**src/rid_pkg.sv**
```systemverilog
/*
 * Constants and carrier types for the reference input divider: field
 * positions and reset value of the prescaler configuration register.
 * Assumes it is compiled before every module that names rid_pkg.
 */
package rid_pkg;

  // ****************************************************************
  // Configuration word layout
  // ****************************************************************
  localparam int          CFG_W        = 32;
  localparam int          RATIO_W      = 20;
  localparam int          RATIO_LSB    = 0;
  localparam int          SKIP_BIT     = 20;
  localparam int          ENB_BIT      = 21;
  localparam int          SETB_BIT     = 22;
  localparam int          PRIO_BIT     = 24;
  localparam int          MIN_RATIO    = 2;
  localparam logic [31:0] CFG_RESET    = 32'h0050_0000;
  localparam logic [31:0] CFG_WMASK    = 32'h017F_FFFF;

  // ****************************************************************
  // Input numbering and priority ranks
  // ****************************************************************
  localparam int          NUM_INPUTS   = 4;
  localparam int          IDX_W        = 2;
  localparam logic        RANK_FIRST   = 1'b0;
  localparam logic        RANK_SECOND  = 1'b1;
  localparam int          SYNC_STAGES  = 3;

  // Decoded fields of the configuration register
  typedef struct packed {
    logic                 rank;
    logic                 set_n;
    logic                 enable_n;
    logic                 divider_skip;
    logic [RATIO_W-1:0]   divide_count;
  } rid_cfg_t;

  // Selection key: lower value wins, rank first, then input index
  typedef struct packed {
    logic                 rank;
    logic [IDX_W-1:0]     index;
  } rid_key_t;

endpackage

```
**src/rid_divider.sv**
```systemverilog
/*
 * Counter that divides the sampled reference clock by a programmed
 * ratio, or passes it straight through when the divider is skipped.
 * Assumes ref_rise_in is a one-cycle pulse per reference rising edge
 * and ref_level_in the filtered reference level, both on clock_in.
 */
`timescale 1ns/10ps
module rid_divider #(
  parameter int RATIO_W = 20
) (
  input  wire logic               clock_in,
  input  wire logic               reset_n_in,
  input  wire logic               ce_in,
  input  wire logic               ref_rise_in,
  input  wire logic               ref_level_in,
  input  wire logic               set_n_in,
  input  wire logic               enable_n_in,
  input  wire logic               skip_in,
  input  wire logic [RATIO_W-1:0] ratio_in,
  output logic                    div_clk_out,
  output logic                    active_out
);

  typedef struct packed {
    logic [RATIO_W-1:0] count;
    logic               clk;
    logic               active;
  } rid_div_state_t;

  rid_div_state_t st_r;
  rid_div_state_t st_nxt;

  // Refused at elaboration: a one-bit counter cannot divide
  if (RATIO_W < 2)
  begin
    $error("rid_divider: RATIO_W must be at least 2");
  end

  // ****************************************************************
  // Next state
  // ****************************************************************
  always_comb
  begin
    logic [RATIO_W-1:0] last;
    logic               ratio_ok;
    last     = ratio_in - RATIO_W'(1);
    ratio_ok = ratio_in >= RATIO_W'(rid_pkg::MIN_RATIO);
    st_nxt   = st_r;
    if (!set_n_in)
    begin
      // Held in set: counter cleared so release restarts cleanly
      st_nxt.count  = '0;
      st_nxt.clk    = 1'b0;
      st_nxt.active = 1'b0;
    end
    else if (enable_n_in)
    begin
      st_nxt.clk    = 1'b0;
      st_nxt.active = 1'b0;
    end
    else if (skip_in)
    begin
      st_nxt.count  = '0;
      st_nxt.clk    = ref_level_in;
      st_nxt.active = 1'b1;
    end
    else if (!ratio_ok)
    begin
      // Unsupported ratio: output parked low rather than glitching
      st_nxt.count  = '0;
      st_nxt.clk    = 1'b0;
      st_nxt.active = 1'b0;
    end
    else
    begin
      st_nxt.active = 1'b1;
      if (ref_rise_in)
      begin
        if (st_r.count >= last)
          st_nxt.count = '0;
        else
          st_nxt.count = st_r.count + RATIO_W'(1);
        // Rise only on wrap: no short first period after set
        st_nxt.clk = (st_nxt.count < (ratio_in >> 1)) &&
                     (st_r.clk || st_nxt.count == '0);
      end
    end
  end

  always_ff @(posedge clock_in or negedge reset_n_in)
  begin
    if (!reset_n_in)
      st_r <= '0;
    else if (ce_in)
      st_r <= st_nxt;
  end

  assign div_clk_out = st_r.clk;
  assign active_out  = st_r.active;

endmodule

```
**src/rid_reference_input_divider.sv**
```systemverilog
/*
 * Reference input prescaler for one clock input: configuration
 * register, reference sampler, divider and switching-priority key.
 * Assumes ref_clk_in is asynchronous and at most a few tens of MHz so
 * that the 250 MHz sampler sees every level; software keeps the rules
 * on bypass and ratio frequencies.
 */
// Function
// - Bit 24 sets input switching rank
// - Equal ranks: lowest input index wins
// - Bit 22 low holds divider in set
// - Bit 21 low enables the divider
// - Bit 20 high passes reference undivided
// - Divide by 20-bit ratio, minimum two
`timescale 1ns/10ps
module rid_reference_input_divider #(
  parameter int INPUT_INDEX = 0,
  parameter int RATIO_W     = rid_pkg::RATIO_W
) (
  input  wire logic                    clock_in,
  input  wire logic                    reset_n_in,
  input  wire logic                    ce_in,
  input  wire logic                    ref_clk_in,
  input  wire logic                    cfg_wr_en_in,
  input  wire logic [rid_pkg::CFG_W-1:0] cfg_wr_data_in,
  output logic [rid_pkg::CFG_W-1:0]    cfg_rd_data_out,
  output rid_pkg::rid_key_t            select_key_out,
  output logic                         div_clk_out,
  output logic                         div_active_out
);

  typedef struct packed {
    logic [rid_pkg::SYNC_STAGES-1:0] sync;
    logic                            ref_level;
    logic                            ref_rise;
    logic [rid_pkg::CFG_W-1:0]       cfg_word;
    rid_pkg::rid_key_t               key;
  } rid_state_t;

  rid_state_t        st_r;
  rid_state_t        st_nxt;
  rid_pkg::rid_cfg_t cfg;

  if (INPUT_INDEX < 0 || INPUT_INDEX >= rid_pkg::NUM_INPUTS)
  begin
    $error("rid: INPUT_INDEX out of range");
  end
  if (RATIO_W != rid_pkg::RATIO_W)
  begin
    $error("rid: ratio field is fixed by the register layout");
  end

  // ****************************************************************
  // Field decode
  // ****************************************************************
  always_comb
  begin
    cfg.rank         = st_r.cfg_word[rid_pkg::PRIO_BIT];
    cfg.set_n        = st_r.cfg_word[rid_pkg::SETB_BIT];
    cfg.enable_n     = st_r.cfg_word[rid_pkg::ENB_BIT];
    cfg.divider_skip = st_r.cfg_word[rid_pkg::SKIP_BIT];
    cfg.divide_count =
      st_r.cfg_word[rid_pkg::RATIO_LSB +: rid_pkg::RATIO_W];
  end

  // ****************************************************************
  // Next state
  // ****************************************************************
  always_comb
  begin
    logic settled;
    settled = st_r.sync[1] == st_r.sync[2];
    st_nxt  = st_r;
    // Stage 0 only feeds stage 1; the filter looks at stages 1 and 2
    st_nxt.sync = {st_r.sync[1:0], ref_clk_in};
    if (settled)
      st_nxt.ref_level = st_r.sync[2];
    st_nxt.ref_rise = settled && st_r.sync[2] && !st_r.ref_level;
    if (cfg_wr_en_in)
      st_nxt.cfg_word = cfg_wr_data_in & rid_pkg::CFG_WMASK;
    // Lower key wins: rank first, then lower input index
    st_nxt.key.rank  = cfg.rank;
    st_nxt.key.index = rid_pkg::IDX_W'(INPUT_INDEX);
  end

  always_ff @(posedge clock_in or negedge reset_n_in)
  begin
    if (!reset_n_in)
    begin
      st_r           <= '0;
      st_r.cfg_word  <= rid_pkg::CFG_RESET;
      st_r.key.index <= rid_pkg::IDX_W'(INPUT_INDEX);
    end
    else if (ce_in)
      st_r <= st_nxt;
  end

  // ****************************************************************
  // Divider
  // ****************************************************************
  rid_divider #(
    .RATIO_W (rid_pkg::RATIO_W)
  ) u_divider (
    .clock_in     (clock_in),
    .reset_n_in   (reset_n_in),
    .ce_in        (ce_in),
    .ref_rise_in  (st_r.ref_rise),
    .ref_level_in (st_r.ref_level),
    .set_n_in     (cfg.set_n),
    .enable_n_in  (cfg.enable_n),
    .skip_in      (cfg.divider_skip),
    .ratio_in     (cfg.divide_count),
    .div_clk_out  (div_clk_out),
    .active_out   (div_active_out)
  );

  assign cfg_rd_data_out = st_r.cfg_word;
  assign select_key_out  = st_r.key;

endmodule

```
**config.mk**
```make
export PLATFORM = sky130hd
export DESIGN_NAME = rid_reference_input_divider
export DESIGN_NICKNAME = d
export VERILOG_FILES = /design/src/rid_pkg.sv /design/src/rid_divider.sv /design/src/rid_reference_input_divider.sv
export SDC_FILE = /design/constraint.sdc
export NUM_CORES = 1
export LEC_CHECK = 0
export ABC_AREA = 1
export BUFFER_PORTS_ARGS = -buffer_cell sky130_fd_sc_hd__buf_2
export CAP_MARGIN = 25
export CORE_MARGIN = 2
export CORE_UTILIZATION = 35
export CTS_CLUSTER_SIZE = 16
export DETAILED_ROUTE_END_ITERATION = 10
export PLACE_DENSITY_LB_ADDON = 0.15
export SETUP_SLACK_MARGIN = 0.15
export SLEW_MARGIN = 20
export SYNTH_ARGS = -nofsm -noshare
export SYNTH_HDL_FRONTEND = slang
export SYNTH_SLANG_ARGS = --single-unit
```
**constraint.sdc**
```tcl
create_clock -name clock_in -period 6.22 [get_ports clock_in]
set_input_delay 0.933 -clock clock_in [delete_from_list [all_inputs] [get_ports clock_in]]
set_output_delay 0.933 -clock clock_in [all_outputs]
set_load 0.02 [all_outputs]
```
==> results of run 1 <==
## through the flow
step / area, um2 / hold WS [ns] / util, % / cells / setup WS, ns
after floorplan: 4393 / 0.4792 / - / 613 / 2.467
after global placement: 4573 / 0.4896 / 37.91 / 792 / 1.602
after detailed placement: 4573 / 0.4917 / 37.91 / 792 / 1.574
after CTS: 4726 / 0.5198 / 39.18 / 800 / 1.542
after global routing: 4726 / 0.5484 / 39.18 / 800 / 0.8610
final: 4726 / 0.5129 / 39.18 / 800 / 1.585
## worst reg2reg max path, delay by kind of cell (launching register included)
kind,cells,cell delay [ns]
AO/OA/AOI/OAI,4,0.67
XOR/XNOR,1,0.20
adder cells (fa/ha/maj),2,0.50
buffers and inverters,3,0.35
flip-flops,1,0.48
AND/OR/NAND/NOR,18,2.39
## path summary, 6_finish.rpt
path	start	endpoint	cells after the start
hold / removal	select_key_out[2]$_DFFE_PN0P_	select_key_out[2]$_DFFE_PN0P_	1
setup reg to reg	cfg_rd_data_out[3]$_DFFE_PN0P_	u_divider.div_clk_out$_DFFE_PN0P_	28
setup / recovery	cfg_rd_data_out[3]$_DFFE_PN0P_	u_divider.div_clk_out$_DFFE_PN0P_	28
min in group asynchronous	reset_n_in	cfg_rd_data_out[3]$_DFFE_PN0P_	2
hold reg to reg	select_key_out[2]$_DFFE_PN0P_	select_key_out[2]$_DFFE_PN0P_	1
max in group asynchronous	reset_n_in	u_divider.st_r[9]$_DFFE_PN0P_	2
## Yosys cell counts, types with 2 or more instances
master                     count
sky130_fd_sc_hd__nand2_1     123
sky130_fd_sc_hd__inv_1        94
sky130_fd_sc_hd__nor2_1       75
sky130_fd_sc_hd__dfrtp_1      50
sky130_fd_sc_hd__ha_1         41
sky130_fd_sc_hd__buf_4        35
sky130_fd_sc_hd__a21oi_1      34
sky130_fd_sc_hd__xor2_1       23
sky130_fd_sc_hd__o21ai_0      19
sky130_fd_sc_hd__nand3_1      15
sky130_fd_sc_hd__nor3_1       11
sky130_fd_sc_hd__nand4_1       9
sky130_fd_sc_hd__clkbuf_1      8
sky130_fd_sc_hd__o22ai_1       8
sky130_fd_sc_hd__o21ai_1       7
sky130_fd_sc_hd__inv_2         5
sky130_fd_sc_hd__nor2_4        5
sky130_fd_sc_hd__nor4_1        5
sky130_fd_sc_hd__nand2_2       4
sky130_fd_sc_hd__nor2_2        3
sky130_fd_sc_hd__a211oi_1      2
sky130_fd_sc_hd__a21o_1        2
sky130_fd_sc_hd__buf_6         2
sky130_fd_sc_hd__dfstp_2       2
sky130_fd_sc_hd__mux2_2        2
sky130_fd_sc_hd__o21ai_2       2
## sequential cells by signal, summed over array words and instances, names as in the netlist
| register | count |
|---|---|
| select_key_out | 1 |
| cfg_rd_data_out | 24 |
| u_divider.st_r | 20 |
| u_divider.div_clk_out | 1 |
| st_r | 3 |
| u_divider.active_out | 1 |
| st_nxt | 2 |
## power groups by stage
stage               Clock (mW)  Sequential, mW  Combinational, mW
floorplan                    0           0.405              0.203
global placement             0           0.414              0.244
detailed placement           0           0.415              0.248
CTS                      0.307           0.409              0.250
global route             0.317           0.415              0.282
finish                   0.301           0.408              0.246
## final cells by class
class                   count  area (um2)
repair buffers             57       290.3
flip-flops and latches     52        1304
well taps                 168       210.2
clock buffers               5       125.1
clock inverters             3       27.53
inverters                 101       381.6
multi-input cells         414        2387
fillers                  1279        7336
## layer usage
metal | vias to the layer above | track usage (%)
met5 | - | 0
met1 | 1710 | 25.39
met2 | 75 | 29.55
li1 | 1921 | -
met4 | 0 | 3.133
met3 | 5 | 2.510
## logic make-up after synthesis
kind of cell    synth area share (%)
compound gates                 10.48
xor+xnor                       4.822
fa+ha+maj                      11.77
buf+inv                        16.10
flops                          29.91
mux                           0.5166
other cells                  0.08603
simple gates                   26.32
==> metrics list, run 1 <==
* Status: finished clean
* TNS Setup: 0 ns
* Minimum setup slack among reg-to-reg paths: 1.58 ns
- Critical path peak fanout: 16
- In this run the number of H-tree levels came out at 2.
* Highest Signal Layer: met4
- Final Wtd Congestion: 0.8473
- Amount of wire on met2 after detailed routing: 5.146 mm
- By area the synthesized netlist is led by sky130_fd_sc_hd__dfrtp_1 29%, sky130_fd_sc_hd__ha_1 12%, sky130_fd_sc_hd__nand2_1 11%.
* Chip Width: 115.6 um
- Among all flip-flop cells after synthesis, the most frequent one is sky130_fd_sc_hd__dfrtp_1.
- In this run the tool buffered the top-level ports with 55 buffer cells.
- After floorplanning, the core was sized to cover approximately 12000 um2.
- For this design, the slowest cell found on the critical path is sky130_fd_sc_hd__dfrtp_1.
* Number of synthesized flops with an enable pin: 0
- Sequential cells account for 42.8% of the total power.
* Via count of the first global-routing pass: approximately 3700
* Power density normalized to cell area: 201.9 nW/um2
* Most frequent cells in the layout: 123 x sky130_fd_sc_hd__nand2_1, 94 x sky130_fd_sc_hd__inv_1, 75 x sky130_fd_sc_hd__nor2_1
- After clock tree synthesis, the repair step resized 0 gates.
* Switching Fraction: 36.28%
* Final hold vios: 0
* Wire length of the first global-routing pass: roughly 19 mm
* Cell Int Power: 0.6080 mW
- In the global route stage, overall resource usage came out at 17.93%.
- Setup violations remaining at the end of the flow were counted as 0.
* Buffer depth of the longest clock path: 2
- STA puts the critical path data arrival time at 4.88 ns.
- The critical path is of the reg -> reg type.
- Leak pwr: ~2.6 nW
- Number of instances in the synthesized netlist: 604
- After synthesis, the share of flip-flops with an asynchronous set or reset is 100.0%.
- Number of antenna violations at the first check in global routing: 0
- Relative to the synthesized area, the layout overhead comes to 8.410%.
* Boundary pin count: 74
- Required time worst endpoint: 6.46 ns
- P_sw: between 0.3 and 0.4 mW
- After synthesis the netlist holds a flip-flop and latch count of between 50 and 60.
- Counting every sink on the clock net gives 52.
- The later pin in the worst-skew pair is clocked with a latency of 0.30 ns.
- The worst setup path is launched from a register.
* Clock slew seen by the registers of the worst setup and hold paths: 0.08 ns
* Vias after detailed routing: between 3000 and 4000
- The final-report max-slew violation count came to 0.
- Entering global routing, the biggest net connects 53 pins.
- Number of buffer and inverter instances along the worst setup path: 3
- RSZ-0062 raised after global routing: no
- Max-cap violations in this run came to 0.
- STA classifies the critical path endpoint as a register.
* Diode insertion count for antenna repair: 0
- During synthesis, Yosys emitted a total of 0 warnings.
- The worst-case IR drop observed on VDD is 0.1171 mV.
- Iteration count of the initial detailed-routing pass: 4
* Number of buffers inserted by post-CTS setup repair: 0
* Share of total power in the clock network: 31.5%
- Final Cycle Share: 74.52%
- Minimum clock period after layout: 4.635 ns
- Worst Max-Slew Pin Slew: roughly 0.8 ns
* Portion of total power attributed to combinational logic: 25.7%
- Synth top area share: 28.70%
- Syn_area_per_cell: 7.217 um2
- TritonCTS clock tree: done
* Nets: approximately 710
* Proportion of layout cells with a drive suffix above 1: about 15%
- Count of routing violations after the opening detailed-route iteration: 150
- CTS hold repair buffers: 0
- Detailed-routed wire length on met3: between 400 and 500 um
- Post-detailed-placement half-perimeter wirelength: around 8.8 mm
- Starting density of the core: 36.14%
- For this run, the slowest stage of the critical path takes approximately 0.48 ns.
- Number of nets with antenna violations after routing: 0
- Highest attainable clock frequency: 215.7 MHz
- M1 WL: 5.505 mm
* Max_slew headroom: 46.34%
- After synthesis the cells add up to 4359 um2.
- The largest total area in the synthesized netlist belongs to sky130_fd_sc_hd__dfrtp_1.
- CTS Buf Count: 5
- The tree is rooted in a sky130_fd_sc_hd__clkbuf_16.
- Routed Wire Length: between 10 and 15 mm
- DIE AREA: 13360 um2
- Vias per inst: 4.639
* Cell family with most CP delay: simple AND/OR/NAND/NOR gates
- Overflow left after global routing: 0
- Yosys mapped the design onto 44 distinct sky130hd cell types.
* Proportion of synthesized chip area in sequential cells: 29.91%
- Commonest non-fill, non-tap cell in the layout: sky130_fd_sc_hd__nand2_1
- DRC violation count after routing: 0
- WL/cell: 13.95 um
- After floorplanning, the core was divided into 40 placement rows.
- Total power of the final layout: ~0.95 mW
- The die is roughly 120 um tall.
* Final setup skew: 0.005790 ns
- Worst Hold Class: reg -> reg
Power figures use the tool's default switching activity.
==> run 2: changes to the inputs <==
==> constraint.sdc (replaced) <==
create_clock -name clock_in -period 4 [get_ports clock_in]
set_input_delay 0.6 -clock clock_in [delete_from_list [all_inputs] [get_ports clock_in]]
set_output_delay 0.6 -clock clock_in [all_outputs]
set_load 0.02 [all_outputs]
==> run 2 against run 1 <==
Cell count grew 4.8%; clock skew hardly changed; fmax grew 17%; highest routed layer unchanged; sequential share of layout area shrank 2.8 points.
==> metrics list, run 2 (synthesis results as in run 1) <==
* Nets: 747
- The via count of the first global-routing pass was about 3600.
* Placement-stage worst setup slack: -0.1009 ns
- Chip Width: around 120 um
- The repair_antennas step left the layout with diodes totalling 0.
- CTS hold repair buffers: 0
- Power density normalized to cell area: 293.3 nW/um2
- Worst Hold Class: in -> async
- CTS sink cnt: 52
* Number of nets with antenna violations after routing: 0
* Minimum clock period after layout: 3.975 ns
- The HPWL after detailed placement is around 9.2 mm.
- Fin worst setup slack: about 0.025 ns
- Measured against its own limit, the worst slew margin works out to between 50% and 60%.
- The largest single stage delay on the critical path is about 0.4 ns.
* Commonest non-fill, non-tap cell in the layout: sky130_fd_sc_hd__nand2_1
- Critical path peak fanout: 5
- Pins over their slew limit: 0
- Most frequent cell on the critical path: sky130_fd_sc_hd__nand2_1
* Peak supply drop: 0.1851 mV
- The root buffer cell chosen for the clock tree is sky130_fd_sc_hd__clkbuf_16.
- Vias per inst: 4.660
* Overflow left after global routing: 0
- After clock tree synthesis, the clock-pin slew on the worst setup and hold paths is about 0.080 ns.
- For the worst-skew pair, the clock arrives at the later sink with an insertion delay of approximately 0.30 ns.
- Status: finished clean
- Final Cycle Share: roughly 99%
* Die Ht: 115.6 um
- Flip-flop count of the largest register, all copies and words added: 24
- Number of antenna violations at the first check in global routing: 0
- The floorplan step defined a die boundary enclosing approximately 13000 um2.
- Critical Path Source Type: register
* CTS Buf Count: 5
* Std-Cell Rows: 40
- Critical Path Slowest Stage Cell: sky130_fd_sc_hd__dfrtp_1
* Max Cap Violations: 0
* RSZ-0062 raised after global routing: yes
- Pin count of the biggest net entering global routing: 28
- Count of routing violations after the opening detailed-route iteration: 126
* Proportion of layout cells with a drive suffix above 1: 26.87%
* TritonCTS clock tree: done
- In the routed design, unresolved DRC markers number 0.
- Setup violations remaining at the end of the flow were counted as 0.
- For this run, the total global-route usage over all layers was measured as 17.69%.
- Core box area: 12060 um2
- After detailed routing, the average wire length per cell comes to 13.99 um.
* Wire length of the first global-routing pass: roughly 18 mm
* Final setup skew: 0.006199 ns
* Arrival time worst endpoint: 4.22 ns
* Final hold vios: 0
- Pin placement for this block handled 74 I/O pins.
- At the end of routability-driven placement, the weighted congestion stood at 0.8687.
- Routed Wire Length: 11.72 mm
- From synthesis to final layout, the design area changed by 20.44%.
* Highest attainable clock frequency: 251.6 MHz
- Total power of the final layout: 1.540 mW
- H-tree level count: 2
- Starting density of the core: 36.14%
- Leak pwr: 2.812 nW
- Hold is met by ~0.31 ns.
- The critical path in this run is classified as reg -> reg.
* Most frequent cells in the layout: 112 x sky130_fd_sc_hd__nand2_1, 90 x sky130_fd_sc_hd__inv_1, 62 x sky130_fd_sc_hd__nor2_1
- Kind of end point of the critical path: register
- The first detailed-routing pass ran for 4 iterations.
- Summing over every cut layer, the via total after detailed routing is approximately 4000.
* Worst Max-Slew Pin Slew: 0.7092 ns
* PortBufs: 55
* Buffer depth of the longest clock path: 2
- STA puts the critical path data required time at 4.25 ns.
## run 2: cell types whose count changed in the layout (fill, tap and decap cells not counted), sizes merged
cell    change
inv         -1
buf        +38
clkinv      +1
## run 2: report_power, final
part           leakage [nW]  internal [mW]  switching [mW]  total (mW)
registers             0.639          0.576          0.0449       0.621
logic                  2.10          0.162           0.292       0.454
clock network        0.0719          0.238           0.226       0.464
total                  2.81          0.977           0.563        1.54
## run 2: final cells by class
cell class              instances  area (um2)
flip-flops and latches         52        1304
multi-input cells             414        2609
clock inverters                 3       27.53
well taps                     168       210.2
fillers                      1264        6812
inverters                     101       391.6
clock buffers                   5       125.1
repair buffers                 95       583.1
## run 2: stage by stage
stage	instance area, um2	utilization [%]	cells	TNS (ns)
floorplan	4393	-	613	0
global placement	4813	39.91	824	-0.1409
detailed placement	4813	39.91	824	-0.1009
CTS	5002	41.47	832	0
global route	5250	43.53	838	-0.2656
finish	5250	43.53	838	0
## run 2: layer usage
layer  vias up  wire length [um]  track usage, %  share of wire [%]
met5         -                 0               0                  0
met3         7               408           2.720                3.5
met2        80              5481           28.54                 47
met1      1812              5728           24.93                 49
met4         0               101           4.257               0.86
li1       2006                 -               -                  -
## run 2: final timing paths
check                                                    start                           endpoint  slack [ns]  cells past startpoint
worst max-delay path            cfg_rd_data_out[6]$_DFFE_PN0P_  u_divider.div_clk_out$_DFFE_PN0P_        0.03                     28
worst min register to register   select_key_out[2]$_DFFE_PN0P_      select_key_out[2]$_DFFE_PN0P_        0.52                      1
worst min-delay path                                reset_n_in     cfg_rd_data_out[4]$_DFFE_PN0P_        0.31                      1
worst max register to register  cfg_rd_data_out[6]$_DFFE_PN0P_  u_divider.div_clk_out$_DFFE_PN0P_        0.03                     28
max in group asynchronous                           reset_n_in    cfg_rd_data_out[22]$_DFFE_PN1P_        2.85                      2
min in group clock_in                               ref_clk_in             st_nxt[38]$_DFFE_PN0P_        0.50                      3
## run 2: repair_timing
item	CTS	global route
pin swaps	2	26
resized for setup	10	52
hold endpoints to repair	0	0
buffers inserted	0	6
endpoints found under the setup margin	1	1
## run 2: critical path: cells and delay by family, from the launching register on
kind	cells	cell delay (ns)
AND/OR/NAND/NOR	19	2.00
buffers and inverters	3	0.44
adder cells (fa/ha/maj)	2	0.54
XOR/XNOR	1	0.20
flip-flops	1	0.40
AO/OA/AOI/OAI	3	0.36
==> run 3: changes to the inputs <==
==> constraint.sdc (replaced) <==
create_clock -name clock_in -period 4 [get_ports clock_in]
set_input_delay 0.4 -clock clock_in [delete_from_list [all_inputs] [get_ports clock_in]]
set_output_delay 0.4 -clock clock_in [all_outputs]
set_load 0.02 [all_outputs]
==> run 3 against run 2 <==
Fmax increased by 0.47%; critical path depth decreased by 1; non-clock buffer count decreased by 6; wire length decreased by 3.0%; register-to-register slack improved by 0.02 ns; cell count decreased by 0.72%; global-route usage increased by 0.33 points; die area unchanged; clock-buffer cell count unchanged; clock power increased by 14%; sequential share of layout area increased by 1.1 points; sequential power about the same; critical endpoint unchanged.
==> metrics list, run 3 (synthesis results as in run 1) <==
* Area growth from synthesis to layout: 15.33%
- Placement-stage worst setup slack: -0.1328 ns
- Wires add up to 11.36 mm.
- Port buffering added 55 buffers.
- The first global-routing pass estimated 18.86 mm of wire.
- The number of antenna diodes in the final layout is 0.
- Setup repair after global routing could not meet its margin everywhere.
- Std-Cell Rows: 40
* Leak pwr: around 2.8 nW
- CTS hold repair buffers: 0
- In the routed design, unresolved DRC markers number 0.
* Required time worst endpoint: roughly 4.3 ns
- The tree built by TritonCTS fans out to 52 sinks.
- Iteration count of the initial detailed-routing pass: 4
- TNS Setup: 0 ns
- In this run the remaining antenna-violating nets after routing total 0.
- Power density normalized to cell area: 314.8 nW/um2
* Number of antenna violations at the first check in global routing: 0
* Startpoint-to-endpoint class of the critical path: reg -> reg
- Max_slew headroom: 52.64%
- Pin count of the biggest net entering global routing: 53
- Final setup skew: approximately 0.0073 ns
- Once the floorplan was initialized, standard cells occupied 36.14% of the core.
- Setup violations remaining at the end of the flow were counted as 0.
- Overflow left after global routing: 0
- The register with the most flip-flops in the layout has 24 of them.
- In the final routed layout, each cell accounts on average for 13.66 um.
* Final Cycle Share: 98.91%
- Based on the critical path, the design can be clocked at up to 252.8 MHz.
* Peak supply drop: 0.1763 mV
* Commonest non-fill, non-tap cell in the layout: sky130_fd_sc_hd__nand2_1
* Die Ht: 115.6 um
- In the routed layout, each cell is associated on average with a via count of approximately 4.6.
* Fin worst setup slack: 0.04363 ns
- Chip Width: 115.6 um
- Clock slew seen by the registers of the worst setup and hold paths: 0.08 ns
- Across all hold checks on the routed design, the worst slack comes to 0.2254 ns.
* Kind of end point of the critical path: register
- Worst Hold Class: in -> async
- Worst-skew pair later-pin latency: 0.30 ns
- In the final layout, the share of cells above drive strength 1 is a little over a fifth.
* Buffer depth of the longest clock path: 2
- Arrival time worst endpoint: 4.20 ns
- Total routing usage reported by global routing: a little under a fifth
- Pins over their slew limit: 0
* Critical path peak fanout: 14
- In the final design database the tool counted 741 nets.
- Number of buffers inserted by post-CTS setup repair: 0
- Buffers inserted during clock tree synthesis total 5.
* Clock root cell: sky130_fd_sc_hd__clkbuf_16
- Count of routing violations after the opening detailed-route iteration: 139
- DIE AREA: 13360 um2
* Via count of the first global-routing pass: 3812
* Critical Path Source Type: register
* Final hold vios: 0
- In this run the count of I/O pins placed on the die edge is 74.
- The run finished with clean final reports.
* Post-detailed-placement half-perimeter wirelength: 9.170 mm
* Minimum clock period after layout: 3.956 ns
- Once layout is complete, the utilization of the core stands at 41.68%.
- Core box area: approximately 12000 um2
- TritonCTS built the clock tree.
- Total power of the final layout: 1.582 mW
- Vias after detailed routing: between 3000 and 4000
* H-tree level count: 2
- In the layout the commonest cells are 122 x sky130_fd_sc_hd__nand2_1, 93 x sky130_fd_sc_hd__inv_1, 70 x sky130_fd_sc_hd__nor2_1.
* Final Wtd Congestion: 0.8506
- Max Cap Violations: 0
* Worst Max-Slew Pin Slew: 0.7105 ns
[run 3: cell types whose count changed in the layout (fill, tap and decap cells not counted), sizes merged]
cell | before | now
buf | 95 | 89
bufinv | 0 | 1
clkinv | 3 | 1
clkinvlp | 1 | 0
inv | 100 | 102
[run 3: per-layer routing]
| metal | global-route usage [%] | part of all wire, % | vias up |
|---|---|---|---|
| li1 | - | - | 1997 |
| met1 | 25.00 | 50 | 1726 |
| met2 | 30.18 | 46 | 78 |
| met3 | 2.510 | 3.2 | 7 |
| met4 | 3.454 | 0.89 | 0 |
| met5 | 0 | 0 | - |
[run 3: critical path, stage by stage (launching register included)]
cell and delay (ns):
sky130_fd_sc_hd__dfrtp_1 0.39, sky130_fd_sc_hd__nor4_2 0.30, sky130_fd_sc_hd__buf_4 0.17, sky130_fd_sc_hd__nand3_1 0.11, sky130_fd_sc_hd__nor3_2 0.17, sky130_fd_sc_hd__nand2_1 0.11
sky130_fd_sc_hd__nor3_2 0.14, sky130_fd_sc_hd__xor2_1 0.19, sky130_fd_sc_hd__ha_1 0.27, sky130_fd_sc_hd__a21oi_1 0.15, sky130_fd_sc_hd__nor2_1 0.05, sky130_fd_sc_hd__nor2_1 0.11
sky130_fd_sc_hd__nand2_1 0.11, sky130_fd_sc_hd__a21oi_4 0.16, sky130_fd_sc_hd__nand2_4 0.11, sky130_fd_sc_hd__inv_6 0.13, sky130_fd_sc_hd__nand2_1 0.08, sky130_fd_sc_hd__inv_1 0.08
sky130_fd_sc_hd__ha_1 0.24, sky130_fd_sc_hd__a21oi_1 0.19, sky130_fd_sc_hd__nor2_1 0.06, sky130_fd_sc_hd__a211oi_1 0.18, sky130_fd_sc_hd__nor2_1 0.07, sky130_fd_sc_hd__nor2_1 0.10
sky130_fd_sc_hd__nand2_1 0.07, sky130_fd_sc_hd__nand2_1 0.06, sky130_fd_sc_hd__nand2_1 0.04, sky130_fd_sc_hd__nand2_1 0.05
[run 3: area by class of cell]
class | count | area [um2]
fillers | 1287 | 7034
multi-input cells | 414 | 2424
flip-flops and latches | 52 | 1304
repair buffers | 89 | 530.5
inverters | 101 | 384.1
well taps | 168 | 210.2
clock buffers | 5 | 125.1
clock inverters | 3 | 50.05
[run 3: power breakdown]
group | internal [mW] | switching, mW | total, mW
combinational | 0.153 | 0.280 | 0.433
clock | 0.303 | 0.225 | 0.528
sequential | 0.576 | 0.0446 | 0.621
[run 3: path summary, 6_finish.rpt]
path / start / end / slack (ns) / depth (start not counted)
setup / recovery: cfg_rd_data_out[6]$_DFFE_PN0P_ / u_divider.div_clk_out$_DFFE_PN0P_ / 0.04 / 27
hold / removal: reset_n_in / cfg_rd_data_out[4]$_DFFE_PN0P_ / 0.23 / 2
setup reg to reg: cfg_rd_data_out[6]$_DFFE_PN0P_ / u_divider.div_clk_out$_DFFE_PN0P_ / 0.04 / 27
hold reg to reg: st_nxt[38]$_DFFE_PN0P_ / st_nxt[39]$_DFFE_PN0P_ / 0.52 / 2
max in group asynchronous: reset_n_in / u_divider.st_r[13]$_DFFE_PN0P_ / 3.30 / 2
min in group clock_in: ref_clk_in / st_nxt[38]$_DFFE_PN0P_ / 0.31 / 3
[run 3: timing repair]
action                                  in CTS  in global routing
hold endpoints to repair                     0                  0
endpoints found under the setup margin       1                  1
resized for setup                            6                  6
[run 3: metrics by stage]
step	std cells	cell area, um2
after floorplan	613	4393
after global placement	824	4813
after CTS	832	5012
after detailed placement	824	4813
final	832	5027
after global routing	832	5027
